===== src/tce_pkg.sv =====
// Contract
// (RQ1) center pwm: overflow flag at up-to-down reversal
// (RQ2) capture edge select: off, rise, fall, both
// (RQ3) capture sets channel flag on selected edge
// (RQ4) channel flags clear only by two-step sequence
// (RQ5) output compare sets flag on counter match
// (RQ6) edge pwm sets flag at duty end match
// (RQ7) center pwm sets flag at both matches
// (RQ8) counter byte write clears counter and prescaler
// (RQ9) debug mode reads return frozen counter
// (RQ10) clear: read flag set, write zero; event wins
// (RQ11) up mode: overflow flag on wrap to zero
// (RQ12) enabled flags drive level interrupt request
// (RQ13) disabled edge select never sets capture flag
// (RQ14) counter ticks on prescaler enable pulse
package tce_pkg;
  // ==========================================================
  // register byte addresses (one 32-bit word each)
  localparam logic [5:0] ADDR_CTRL    = 6'h00; // prescale, center mode, overflow enable
  localparam logic [5:0] ADDR_STATUS  = 6'h04; // sticky flags, write one to clear
  localparam logic [5:0] ADDR_MASK    = 6'h08; // interrupt mask, same layout as status
  localparam logic [5:0] ADDR_CNT_HI  = 6'h0C; // counter high byte
  localparam logic [5:0] ADDR_CNT_LO  = 6'h10; // counter low byte
  localparam logic [5:0] ADDR_MODULO  = 6'h14; // modulus, zero means free run
  localparam logic [5:0] ADDR_FLAGS   = 6'h18; // two-step flag register
  localparam logic [5:0] ADDR_CH_BASE = 6'h20; // per channel: ctrl at +0, value at +4
  // ==========================================================
  // field positions
  localparam int CTRL_PS_LSB   = 0;  // prescale select, 3 bits
  localparam int CTRL_CPWM_BIT = 3;  // center_pwm_select
  localparam int CTRL_OVERFLOW_IRQ_ENABLE_BIT = 4;  // overflow_irq_enable
  localparam int CH_ELS_LSB    = 0;  // edge_select_lo at bit 0, edge_select_hi at bit 1
  localparam int CH_MODE_LSB   = 2;  // channel mode, 2 bits
  localparam int CH_IE_BIT     = 4;  // channel_irq_enable
  localparam logic [15:0] RST_MODULO = 16'h0000;
  localparam logic [31:0] RD_UNMAPPED = 32'h0000_0000;
  // ==========================================================
  // channel modes
  typedef enum logic [1:0] {
    TCE_CAPTURE = 2'b00,
    TCE_COMPARE = 2'b01,
    TCE_PWM     = 2'b10
  } tce_mode_t;
  // edge select codes
  localparam logic [1:0] ELS_OFF  = 2'b00;
  localparam logic [1:0] ELS_RISE = 2'b01;
  localparam logic [1:0] ELS_FALL = 2'b10;
  localparam logic [1:0] ELS_BOTH = 2'b11;
endpackage


===== src/tce_top.sv =====
// Our own choices: register access over Avalon-MM and the register addresses.
`timescale 1ns/1ps
// ==========================================================
// timer with channel event flags, avalon-mm slave
module tce_top #(
  parameter int NCH = 2                     // channel count
) (
  input  wire logic        core_clk,
  input  wire logic        rst_n,
  input  wire logic [5:0]  avs_address,
  input  wire logic        avs_read,
  input  wire logic        avs_write,
  input  wire logic [31:0] avs_writedata,
  input  wire logic [3:0]  avs_byteenable,
  output logic [31:0]      avs_readdata,
  output logic             avs_waitrequest,
  input  wire logic        background_debug_mode,
  input  wire logic [NCH-1:0] ch_pin,
  output logic             irq
);
  // ==========================================================
  // elaboration check
  if (NCH < 1 || NCH > 4) begin : g_bad
    $error("NCH must be 1 to 4");
  end
  // ==========================================================
  // registers
  logic [2:0]  ps_q;                       // prescale select
  logic        center_pwm_select_q;
  logic        overflow_irq_enable_q;
  logic [15:0] mod_q;                      // modulus
  logic [15:0] cnt_q;                      // main counter
  logic [15:0] cnt_d;
  logic        down_q;                     // counting down in center mode
  logic        down_d;
  logic [NCH:0] flag_q;                    // bit 0 overflow, bit n+1 channel n
  logic [NCH:0] flag_d;
  logic [NCH:0] armed_q;                   // flag was read while set
  logic [NCH:0] armed_d;
  logic [NCH:0] sts_q;                     // sticky status
  logic [NCH:0] mask_q;                    // interrupt mask
  logic [1:0]  ch_mode_q [NCH];
  logic [1:0]  ch_els_q  [NCH];
  logic        ch_ie_q   [NCH];
  logic [15:0] ch_val_q  [NCH];
  logic        ack_q;                      // answer cycle
  logic [31:0] rdata_q;
  // ==========================================================
  // bus decode
  logic        req;
  logic        wr_acc;
  logic        rd_acc;
  logic        cnt_wr;
  logic        flags_wr;
  logic        flags_rd;
  logic [31:0] rd_mux;
  logic [NCH:0] evt;                       // raw events
  logic [NCH:0] irq_en;
  logic        tick;
  assign req    = (avs_read || avs_write) && !ack_q;
  assign wr_acc = avs_write && ack_q;      // write takes effect on answer edge
  assign rd_acc = avs_read && ack_q;
  // one wait cycle per access
  assign avs_waitrequest = (avs_read || avs_write) && !ack_q;
  assign cnt_wr   = wr_acc && (avs_address == tce_pkg::ADDR_CNT_HI ||
                               avs_address == tce_pkg::ADDR_CNT_LO); // RQ8
  assign flags_wr = wr_acc && (avs_address == tce_pkg::ADDR_FLAGS);
  assign flags_rd = rd_acc && (avs_address == tce_pkg::ADDR_FLAGS);
  // channel register decode shared by read and write paths
  // compared as int so that four channels do not wrap past the 6-bit address top
  function automatic int ch_index(input logic [5:0] a);
    if (int'(a) >= int'(tce_pkg::ADDR_CH_BASE) && int'(a) < int'(tce_pkg::ADDR_CH_BASE) + NCH * 8)
      return int'(a - tce_pkg::ADDR_CH_BASE) >> 3;
    return -1;
  endfunction
  // ==========================================================
  // prescaler
  tce_prescaler u_ps (
    .core_clk (core_clk),
    .rst_n    (rst_n),
    .clear    (cnt_wr),                    // RQ8
    .freeze   (background_debug_mode),
    .sel      (ps_q),
    .tick     (tick)
  );
  // ==========================================================
  // counter: up with wrap, or up/down in center mode
  logic at_top;
  logic [15:0] top;
  logic        ovf_evt;                    // overflow event, own driver apart from channel events
  assign evt[0] = ovf_evt;
  assign top    = (mod_q == 16'h0000) ? 16'hFFFF : mod_q;
  assign at_top = (cnt_q == top);
  always_comb begin
    cnt_d  = cnt_q;
    down_d = down_q;
    ovf_evt = 1'b0;
    if (cnt_wr) begin
      cnt_d  = 16'h0000;                   // RQ8
      down_d = 1'b0;
    end else if (tick) begin               // RQ14
      if (!center_pwm_select_q) begin
        down_d = 1'b0;
        if (at_top) begin
          cnt_d  = 16'h0000;
          ovf_evt = 1'b1;                  // RQ11
        end else begin
          cnt_d = 16'(cnt_q + 16'h0001);
        end
      end else if (!down_q) begin
        if (at_top) begin
          down_d = 1'b1;
          cnt_d  = 16'(cnt_q - 16'h0001);
          ovf_evt = 1'b1;                  // RQ1
        end else begin
          cnt_d = 16'(cnt_q + 16'h0001);
        end
      end else if (cnt_q == 16'h0000) begin
        down_d = 1'b0;
        cnt_d  = 16'h0001;
      end else begin
        cnt_d = 16'(cnt_q - 16'h0001);
      end
    end
  end
  // counter register; holds while frozen since tick is low, unless a counter byte write clears it
  always_ff @(posedge core_clk) begin
    if (!rst_n) begin
      cnt_q  <= 16'h0000;
      down_q <= 1'b0;
    end else begin
      cnt_q  <= cnt_d;
      down_q <= down_d;
    end
  end
  // ==========================================================
  // channels
  for (genvar i = 0; i < NCH; i++) begin : g_ch
    tce_channel u_ch (
      .core_clk (core_clk),
      .rst_n    (rst_n),
      .tick     (tick),
      .center   (center_pwm_select_q),
      .mode     (ch_mode_q[i]),
      .els      (ch_els_q[i]),
      .value    (ch_val_q[i]),
      .count    (cnt_q),
      .pin      (ch_pin[i]),
      .event_p  (evt[i+1])
    );
    assign irq_en[i+1] = ch_ie_q[i];
  end
  assign irq_en[0] = overflow_irq_enable_q;
  // ==========================================================
  // two-step flag clear: read while set arms, write zero clears
  always_comb begin
    flag_d  = flag_q;
    armed_d = armed_q;
    for (int k = 0; k <= NCH; k++) begin
      if (flags_rd && flag_q[k]) armed_d[k] = 1'b1;
      if (flags_wr && armed_q[k] && !avs_writedata[k]) begin
        flag_d[k]  = 1'b0;                 // RQ4 RQ10
        armed_d[k] = 1'b0;
      end
      if (evt[k]) begin
        flag_d[k]  = 1'b1;                 // event wins, sequence resets
        armed_d[k] = 1'b0;                 // RQ10
      end
    end
  end
  // flag registers
  always_ff @(posedge core_clk) begin
    if (!rst_n) begin
      flag_q  <= '0;
      armed_q <= '0;
    end else begin
      flag_q  <= flag_d;
      armed_q <= armed_d;
    end
  end
  // ==========================================================
  // sticky status, write one to clear, set wins
  always_ff @(posedge core_clk) begin
    if (!rst_n) begin
      sts_q <= '0;
    end else if (wr_acc && avs_address == tce_pkg::ADDR_STATUS) begin
      sts_q <= (sts_q & ~avs_writedata[NCH:0]) | evt;
    end else begin
      sts_q <= sts_q | evt;
    end
  end
  // level request: enabled flag or unmasked status
  assign irq = |(flag_q & irq_en) || |(sts_q & mask_q); // RQ12
  // ==========================================================
  // configuration writes
  always_ff @(posedge core_clk) begin
    if (!rst_n) begin
      ps_q                  <= 3'h0;
      center_pwm_select_q   <= 1'b0;
      overflow_irq_enable_q <= 1'b0;
      mod_q                 <= tce_pkg::RST_MODULO;
      mask_q                <= '0;
      for (int k = 0; k < NCH; k++) begin
        ch_mode_q[k] <= tce_pkg::TCE_CAPTURE;
        ch_els_q[k]  <= tce_pkg::ELS_OFF;
        ch_ie_q[k]   <= 1'b0;
        ch_val_q[k]  <= 16'h0000;
      end
    end else if (wr_acc && avs_byteenable[0]) begin
      case (avs_address)
        tce_pkg::ADDR_CTRL: begin
          ps_q                  <= avs_writedata[tce_pkg::CTRL_PS_LSB +: 3];
          center_pwm_select_q   <= avs_writedata[tce_pkg::CTRL_CPWM_BIT];
          overflow_irq_enable_q <= avs_writedata[tce_pkg::CTRL_OVERFLOW_IRQ_ENABLE_BIT];
        end
        tce_pkg::ADDR_MASK: begin
          mask_q <= avs_writedata[NCH:0];
        end
        tce_pkg::ADDR_MODULO: begin
          mod_q <= avs_writedata[15:0];
        end
        default: begin
          if (ch_index(avs_address) >= 0) begin
            if (avs_address[2]) begin
              ch_val_q[ch_index(avs_address)] <= avs_writedata[15:0];
            end else begin
              ch_els_q[ch_index(avs_address)]  <= avs_writedata[tce_pkg::CH_ELS_LSB +: 2];
              ch_mode_q[ch_index(avs_address)] <= avs_writedata[tce_pkg::CH_MODE_LSB +: 2];
              ch_ie_q[ch_index(avs_address)]   <= avs_writedata[tce_pkg::CH_IE_BIT];
            end
          end
        end
      endcase
    end
  end
  // ==========================================================
  // read mux; counter bytes show the held count in debug
  always_comb begin
    rd_mux = tce_pkg::RD_UNMAPPED;
    case (avs_address)
      tce_pkg::ADDR_CTRL:   rd_mux = {27'h0, overflow_irq_enable_q, center_pwm_select_q, ps_q};
      tce_pkg::ADDR_STATUS: rd_mux = 32'(sts_q);
      tce_pkg::ADDR_MASK:   rd_mux = 32'(mask_q);
      tce_pkg::ADDR_CNT_HI: rd_mux = {24'h0, cnt_q[15:8]};  // RQ9
      tce_pkg::ADDR_CNT_LO: rd_mux = {24'h0, cnt_q[7:0]};   // RQ9
      tce_pkg::ADDR_MODULO: rd_mux = {16'h0, mod_q};
      tce_pkg::ADDR_FLAGS:  rd_mux = 32'(flag_q);
      default: begin
        if (ch_index(avs_address) >= 0) begin
          rd_mux = avs_address[2] ? {16'h0, ch_val_q[ch_index(avs_address)]} :
                   {27'h0, ch_ie_q[ch_index(avs_address)], ch_mode_q[ch_index(avs_address)],
                    ch_els_q[ch_index(avs_address)]};
        end
      end
    endcase
  end
  // answer timing and read data register
  always_ff @(posedge core_clk) begin
    if (!rst_n) begin
      ack_q   <= 1'b0;
      rdata_q <= 32'h0000_0000;
    end else begin
      ack_q <= req;
      if (req && avs_read) rdata_q <= rd_mux;
    end
  end
  assign avs_readdata = rdata_q;
endmodule


===== src/tce_prescaler.sv =====
`timescale 1ns/1ps
// ==========================================================
// divider: one-cycle tick every 2^sel bus clocks
module tce_prescaler (
  input  wire logic       core_clk,
  input  wire logic       rst_n,
  input  wire logic       clear,    // restart divide chain
  input  wire logic       freeze,   // hold during debug
  input  wire logic [2:0] sel,
  output logic            tick
);
  logic [6:0] div_q;             // free divide chain
  logic [6:0] div_d;
  logic [6:0] mask;              // low bits that must be all ones
  assign mask  = 7'((8'h01 << sel) - 8'h01);
  assign tick  = !freeze && ((div_q & mask) == mask);
  assign div_d = clear ? 7'h00 : (freeze ? div_q : 7'(div_q + 7'h01));
  // divide register
  always_ff @(posedge core_clk) begin
    if (!rst_n) begin
      div_q <= 7'h00;
    end else begin
      div_q <= div_d;
    end
  end
endmodule


===== src/tce_channel.sv =====
`timescale 1ns/1ps
// ==========================================================
// one channel: pin edge detect every clock, compare match detect per counter tick
module tce_channel (
  input  wire logic        core_clk,
  input  wire logic        rst_n,
  input  wire logic        tick,
  input  wire logic        center,     // counter in up/down mode
  input  wire logic [1:0]  mode,
  input  wire logic [1:0]  els,
  input  wire logic [15:0] value,
  input  wire logic [15:0] count,
  input  wire logic        pin,
  output logic             event_p     // one-cycle event pulse
);
  logic pin_q;                        // previous pin level
  logic rise;
  logic fall;
  logic edge_hit;
  logic match;
  assign rise  = pin && !pin_q;
  assign fall  = !pin && pin_q;
  // off selects nothing, so pin activity is ignored
  assign edge_hit = ((els == tce_pkg::ELS_RISE) && rise) ||      // RQ2 RQ13
                    ((els == tce_pkg::ELS_FALL) && fall) ||
                    ((els == tce_pkg::ELS_BOTH) && (rise || fall));
  // in center mode each value strictly between zero and the top is met going up and going down
  assign match = tick && (count == value);                       // RQ5 RQ6 RQ7
  assign event_p = (mode == tce_pkg::TCE_CAPTURE) ? edge_hit :   // RQ3
                   (mode == tce_pkg::TCE_COMPARE || mode == tce_pkg::TCE_PWM) ? match : 1'b0;
  // pin history register
  always_ff @(posedge core_clk) begin
    if (!rst_n) begin
      pin_q <= 1'b0;
    end else begin
      pin_q <= pin;
    end
  end
endmodule


===== config.mk =====
export PLATFORM = sky130hd
export DESIGN_NAME = tce_top
export DESIGN_NICKNAME = d
export VERILOG_FILES = /design/src/tce_pkg.sv /design/src/tce_top.sv /design/src/tce_prescaler.sv /design/src/tce_channel.sv
export SDC_FILE = /design/constraint.sdc
export NUM_CORES = 1
export LEC_CHECK = 0
export BUFFER_PORTS_ARGS = -buffer_cell sky130_fd_sc_hd__buf_2
export CAP_MARGIN = 0
export CORE_UTILIZATION = 54
export CTS_CLUSTER_SIZE = 30
export DETAILED_ROUTE_END_ITERATION = 16
export GPL_ROUTABILITY_DRIVEN = 0
export PLACE_DENSITY_LB_ADDON = 0.15
export SLEW_MARGIN = 20
export SYNTH_ARGS = -nofsm -noshare
export SYNTH_HDL_FRONTEND = slang
export SYNTH_HIERARCHICAL = 1
export SYNTH_SLANG_ARGS = --single-unit

===== constraint.sdc =====
create_clock -name core_clk -period 2.8 [get_ports core_clk]
set_clock_uncertainty 0.1 [all_clocks]
set_input_delay 0 -clock core_clk [delete_from_list [all_inputs] [get_ports core_clk]]
set_output_delay 0 -clock core_clk [all_outputs]
set_load 0.03 [all_outputs]

## After elaboration in Yosys (flattened, before gate mapping)

Memories as Yosys holds them, arrays and structs flattened.
Cells that the tools add are included.

| word-level totals | value |
|---|---|
| flip-flop bits (word level) | 92 |
| memory bits (writable) | 42 |
| input port bits | 49 |
| output and inout bits | 34 |
| logic and storage cells | 228 |
| memories kept | 4 |

Memories:

| name | words | bits a word | rd ports | clocked after memory_dff | write ports | line | RTL |
|---|---|---|---|---|---|---|---|
| ch_val_q | 2 | 16 | 3 | 0 | 2 | tce_top.sv:45 | `logic [15:0] ch_val_q [NCH];` |
| ch_els_q | 2 | 2 | 3 | 0 | 2 | tce_top.sv:43 | `logic [1:0] ch_els_q [NCH];` |
| ch_mode_q | 2 | 2 | 3 | 0 | 2 | tce_top.sv:42 | `logic [1:0] ch_mode_q [NCH];` |
| ch_ie_q | 2 | 1 | 3 | 0 | 2 | tce_top.sv:44 | `logic ch_ie_q [NCH];` |

| cells by class | value |
|---|---|
| $add $sub $neg | 5 |
| $lt $le $gt $ge | 4 |
| equal/unequal tests | 20 |
| shift operators | 1 |
| multiplexer cells | 92 |
| bitwise logic cells | 8 |
| reduce and logical (&&, ||, !) cells | 75 |

Operator list:

| operator | count |
|---|---|
| 32-bit two-way mux | 6 |
| 16-bit two-way mux | 9 |
| 16-bit case mux with 7 select lines | 1 |
| 1-bit two-way mux | 72 |
| 32-bit by 1-bit greater-or-equal comparator with 1-bit output, second input constant | 2 |
| 16-bit equality test | 3 |
| 1-bit logical AND | 32 |
| 16-bit logical NOT | 2 |
| 29-bit two-way mux | 1 |
| 6-bit by 5-bit equality test with 1-bit output, second input constant | 3 |
| 3-bit OR reduction | 6 |
| 16-bit by 1-bit adder with 16-bit output, second input constant | 1 |
| 16-bit OR reduction | 1 |
| 16-bit by 1-bit subtractor with 16-bit output, second input constant | 1 |
| 2-bit equality test, second input constant | 6 |
| 6-bit by 4-bit equality test with 1-bit output, second input constant | 2 |
| 1-bit logical OR | 11 |
| 3-bit AND | 3 |
| 1-bit logical NOT | 9 |
| 2-bit by 1-bit equality test with 1-bit output, second input constant | 4 |
| 7-bit by 1-bit adder with 7-bit output, second input constant | 1 |
| 7-bit AND | 1 |
| 7-bit equality test | 1 |
| 7-bit OR reduction | 1 |
| other kinds (17) | 26 |

## Depth between registers and ports, before layout

| depth | value |
|---|---|
| depth after elaboration | 22 |
| mapped depth | 11 |
| gate-level depth less buffers | 9 |

## Modules after synthesis

The synthesis kept the hierarchy.

By module, submodules not included:

| module | instances | cells an instance | area each (µm²) | sequential area each (µm²) |
|---|---|---|---|---|
| tce_top | 1 | 691 | 6,303.5 | 2,582.5 |
| tce_channel | 2 | 38 | 299.0 | 20.0 |
| tce_prescaler | 1 | 39 | 344.1 | 140.1 |

## Worst setup path after synthesis

Ideal clock, no wire load.

| path | value |
|---|---|
| path kind | register to register |
| from | register mod_q[5] |
| to | register cnt_q[13] |
| library setup time | 77 ps |
| arrival | 2,507 ps |
| slack | 116 ps |
| cell stages (with the launch flop) | 11 |
| period minus slack after synthesis | 2,684 ps |
| cell sequence | dfxtp_1 nor4_2 buf_6 a41oi_1 xnor2_1 nor4_1 nand4_1 buf_6 a21oi_1 nand3_1 a41oi_2 |

| on the way | value |
|---|---|
| longest elaborated chain between the ends | 6 |

RTL lines:

| item | line | RTL |
|---|---|---|
| start: declaration | tce_top.sv:31 | `logic [15:0] mod_q;` |
| start signal: assignment | tce_top.sv:201 | `mod_q <= tce_pkg::RST_MODULO;` |
| start signal: assignment | tce_top.sv:220 | `mod_q <= avs_writedata[15:0];` |
| 16-bit logical NOT | tce_top.sv:92 | `assign top = (mod_q == 16'h0000) ? 16'hFFFF : mod_q;` |
| 16-bit two-way mux (*) | tce_top.sv:92 |  |
| 16-bit equality test (*) | tce_top.sv:93 | `assign at_top = (cnt_q == top);` |
| 16-bit two-way mux | tce_top.sv:111 | `if (at_top) begin` |
| 16-bit two-way mux | tce_top.sv:110 | `end else if (!down_q) begin` |
| 16-bit two-way mux (*) | tce_top.sv:102 | `if (!center_pwm_select_q) begin` |
| end signal: assignment | tce_top.sv:132 | `cnt_q <= cnt_d;` |
| end: declaration | tce_top.sv:32 | `logic [15:0] cnt_q;` |

Mark *: on every way between the ends. The rest lies on a longest branch, timed or not.
A chain may end at the register's enable or synchronous reset.

## Worst setup path after layout

| path | value |
|---|---|
| from | register mod_q[8] |
| to | register cnt_q[15] |

The elaborated chain is that of the path after synthesis.

==> out/qor.yml <==
grt_use_total_pct: 31.3
die_h_microns: 118
rsz0062_at_grt: "yes"
yosys_warnings: 6
postRouteAntennaNets: 0
route.detailed.drc: 0
yosysUniqueCellTypes: 61
wirelength_microns: 21600
power_per_cell_area_mw_per_mm2: 515
dieArea_sq_mm: 0.0139
report.final.slew_viol_count: 0
setup_viol_count_final: 0
initial_utilization_pct: 56.5
synthTopCellsByArea: "dfxtp_1 (22%), edfxtp_1 (17%), xnor2_1 (6.6%)"
synth.most_common_cell: "nand2_1"
synthAdderAreaFrac_pct: 1.73
overflow: 0
hpwl_microns: 14800
syn-cell-area_sq_mm: 0.00725
timing_worst_setup_path_type: "register to register"
path_max_fanout: 8
grt_pass1_vias: 6380
io_pins: 83
cts-root-buf: "clkbuf_16"
synth-edff-count: 40
cap_violations: 0
cp-start-kind: "register"
cts_tree: "done"
async_reset_ff_share_pct: 0
tns_ns: 0
drive_gt1_share_pct: 19.5
ys_seq_elements: 118
use_met2_pct: 50.0
synthFlopType: "dfxtp_1"
fin_area_sq_mm: 0.00882
core_area_sq_mm: 0.0128
first_pass_iters: 5
die_x_microns: 118
cts_buffers: 17
avgRoutedWirePerCell_microns: 19.8
final_util_pct: 68.8
crit_path_end_kind: "register"
postPlaceCellArea_sq_mm: 0.00783
cts-htree-levels: 4
hold_viol: 0
worstMarginPinSlew_ns: 0.844
p_leak_nw: 3.47
nets: 964
setup_ws_ns: 0.0124
clk_pin_slew_ns: 0.06
syn_inst: 806
post-route-period-util_pct: 99.6
synth_top_family_by_area: "simple AND/OR/NAND/NOR gates"
cts_buffer_depth: 2
top_usage_layer: "met2"
synth.top_cell.area_share_pct: 21.6
synth.avg_cell_area_sq_um: 8.99
syn_to_final_growth_pct: 21.7
max_freq_mhz: 359
synth_xor_area_share_pct: 7.74
status: "completed"
synthMuxAreaShare_pct: 5.75
cts_sinks: 118
port_buffers: 47
grt_antenna_before_repair: 0
ir_drop_mv: 0.632
hold_path.class: "primary input to register"
insertion_delay_ns: 0.43
synth_common_cells: "nand2_1 (90), dfxtp_1 (78), xnor2_1 (55)"
synth_compound_area_share_pct: 17.6
vias: 6688
synth_area_leader_cell: "dfxtp_1"
fin_crit_ns: 2.79
viasPerCell: 6.14
synth.yosys.seq_area_share_pct: 38.1
use_met1_pct: 41.0
post-place-ws_ns: -0.0172
row_count: 41
max-slew-margin-rel_pct: 43.1
required_ns: 3.04
diodes: 0
grt_start_max_net_pins: 55
grt_pass1_wl_microns: 33900
use_met3_pct: 6.83
yosys.area_share.simple_pct: 23.2
drtIter0Drc: 879
arrival_ns: 3.03
[metal layers]
metal	up-vias	share of wire, %
met5	-	0
met4	0	3.3
met3	67	7.8
met2	338	47
met1	3217	42
li1	3066	-
[cells by family after synthesis]
family / after synthesis
DFF: 118
buffers and inverters: 86
muxes: 39
adders and majority gates: 10
other: 1
AOI/OAI and AO/OA: 177
xor gates and xnor gates: 64
and+or+nand+nor: 311
[worst paths after layout]
path,slack [ns],start,end,cells after the start
hold reg to reg,0.40,avs_readdata[15]$_SDFFE_PN0P_,avs_readdata[15]$_SDFFE_PN0P_,1
hold / removal,0.09,avs_address[0],avs_readdata[0]$_SDFFE_PN0P_,5
setup reg to reg,0.01,mod_q[8]$_SDFFE_PN0P_,cnt_q[15]$_SDFFE_PP0P_,12
setup / recovery,0.01,mod_q[8]$_SDFFE_PN0P_,cnt_q[15]$_SDFFE_PP0P_,12
[sequential cells by signal, indices dropped and copies added (netlist names)]
| name | cells |
|---|---|
| ack_q | 1 |
| armed_q | 3 |
| avs_readdata | 16 |
| center_pwm_select_q | 1 |
| ch_els_q | 4 |
| ch_ie_q | 2 |
| ch_mode_q | 4 |
| ch_val_q | 32 |
| cnt_q | 16 |
| down_q | 1 |
| flag_q | 3 |
| g_ch.u_ch/pin_q | 2 |
| mask_q | 3 |
| mod_q | 16 |
| overflow_irq_enable_q | 1 |
| ps_q | 3 |
| sts_q | 3 |
| u_ps/div_q | 7 |
[cells in the final DEF, fill, tap and decap left out, drive strengths merged, types with 20 or more instances in the layout]
| cell | n |
|---|---|
| buf | 111 |
| nand2 | 91 |
| dfxtp | 78 |
| xnor2 | 55 |
| and2 | 53 |
| edfxtp | 40 |
| o21ai | 40 |
| mux2i | 36 |
| nor2 | 33 |
| nor2b | 30 |
| a21oi | 27 |
| dlygate4sd3 | 23 |
| nand3 | 23 |
| inv | 20 |
[timing repair]
action / 4_1_cts / 5_1_grt
resized for setup: 3 / 32
hold buffers: 23 / 0
gates cloned: 0 / 2
endpoints found under the hold margin: 81 / 0
pin swaps: 0 / 9
setup endpoints to repair: 4 / 18
buffers inserted: 0 / 4
[worst max-delay path, cell delays in order (launching register included)]
cell and delay [ns]:
dfxtp_2 0.34, nor4_4 0.38, buf_6 0.20, buf_4 0.12
a41oi_2 0.12, xnor2_1 0.20, nor4_1 0.06, nand4_1 0.11
buf_6 0.14, buf_4 0.18, nand2_4 0.08, or4_4 0.51
a41oi_2 0.16
[report_power, final]
group	internal, mW	total, mW	switching, mW
registers	1.82	1.86	0.0381
logic	0.191	0.512	0.321
clock network	1.32	2.18	0.860
total	3.32	4.54	1.22
[per-stage QoR]
| step | power (mW) | instances | hold slack, ns |
|---|---|---|---|
| after floorplan | 2.22 | 821 | 0.00862 |
| after global placement | 2.35 | 1029 | 0.134 |
| after detailed placement | 2.36 | 1029 | 0.144 |
| after CTS | 4.54 | 1084 | 0.0663 |
| after global routing | 4.67 | 1090 | 0.144 |
| final | 4.54 | 1090 | 0.0946 |
[cell type report]
cell class | instances | area [sq um]
fill | 1027 | 4010
clock buffer | 18 | 429
tap | 172 | 215
timing repair buffer | 134 | 965
multi-input combinational | 617 | 4230
inverter | 17 | 63.8
clock inverter | 14 | 151
sequential | 118 | 2770
(Power assumes the default switching activity.)
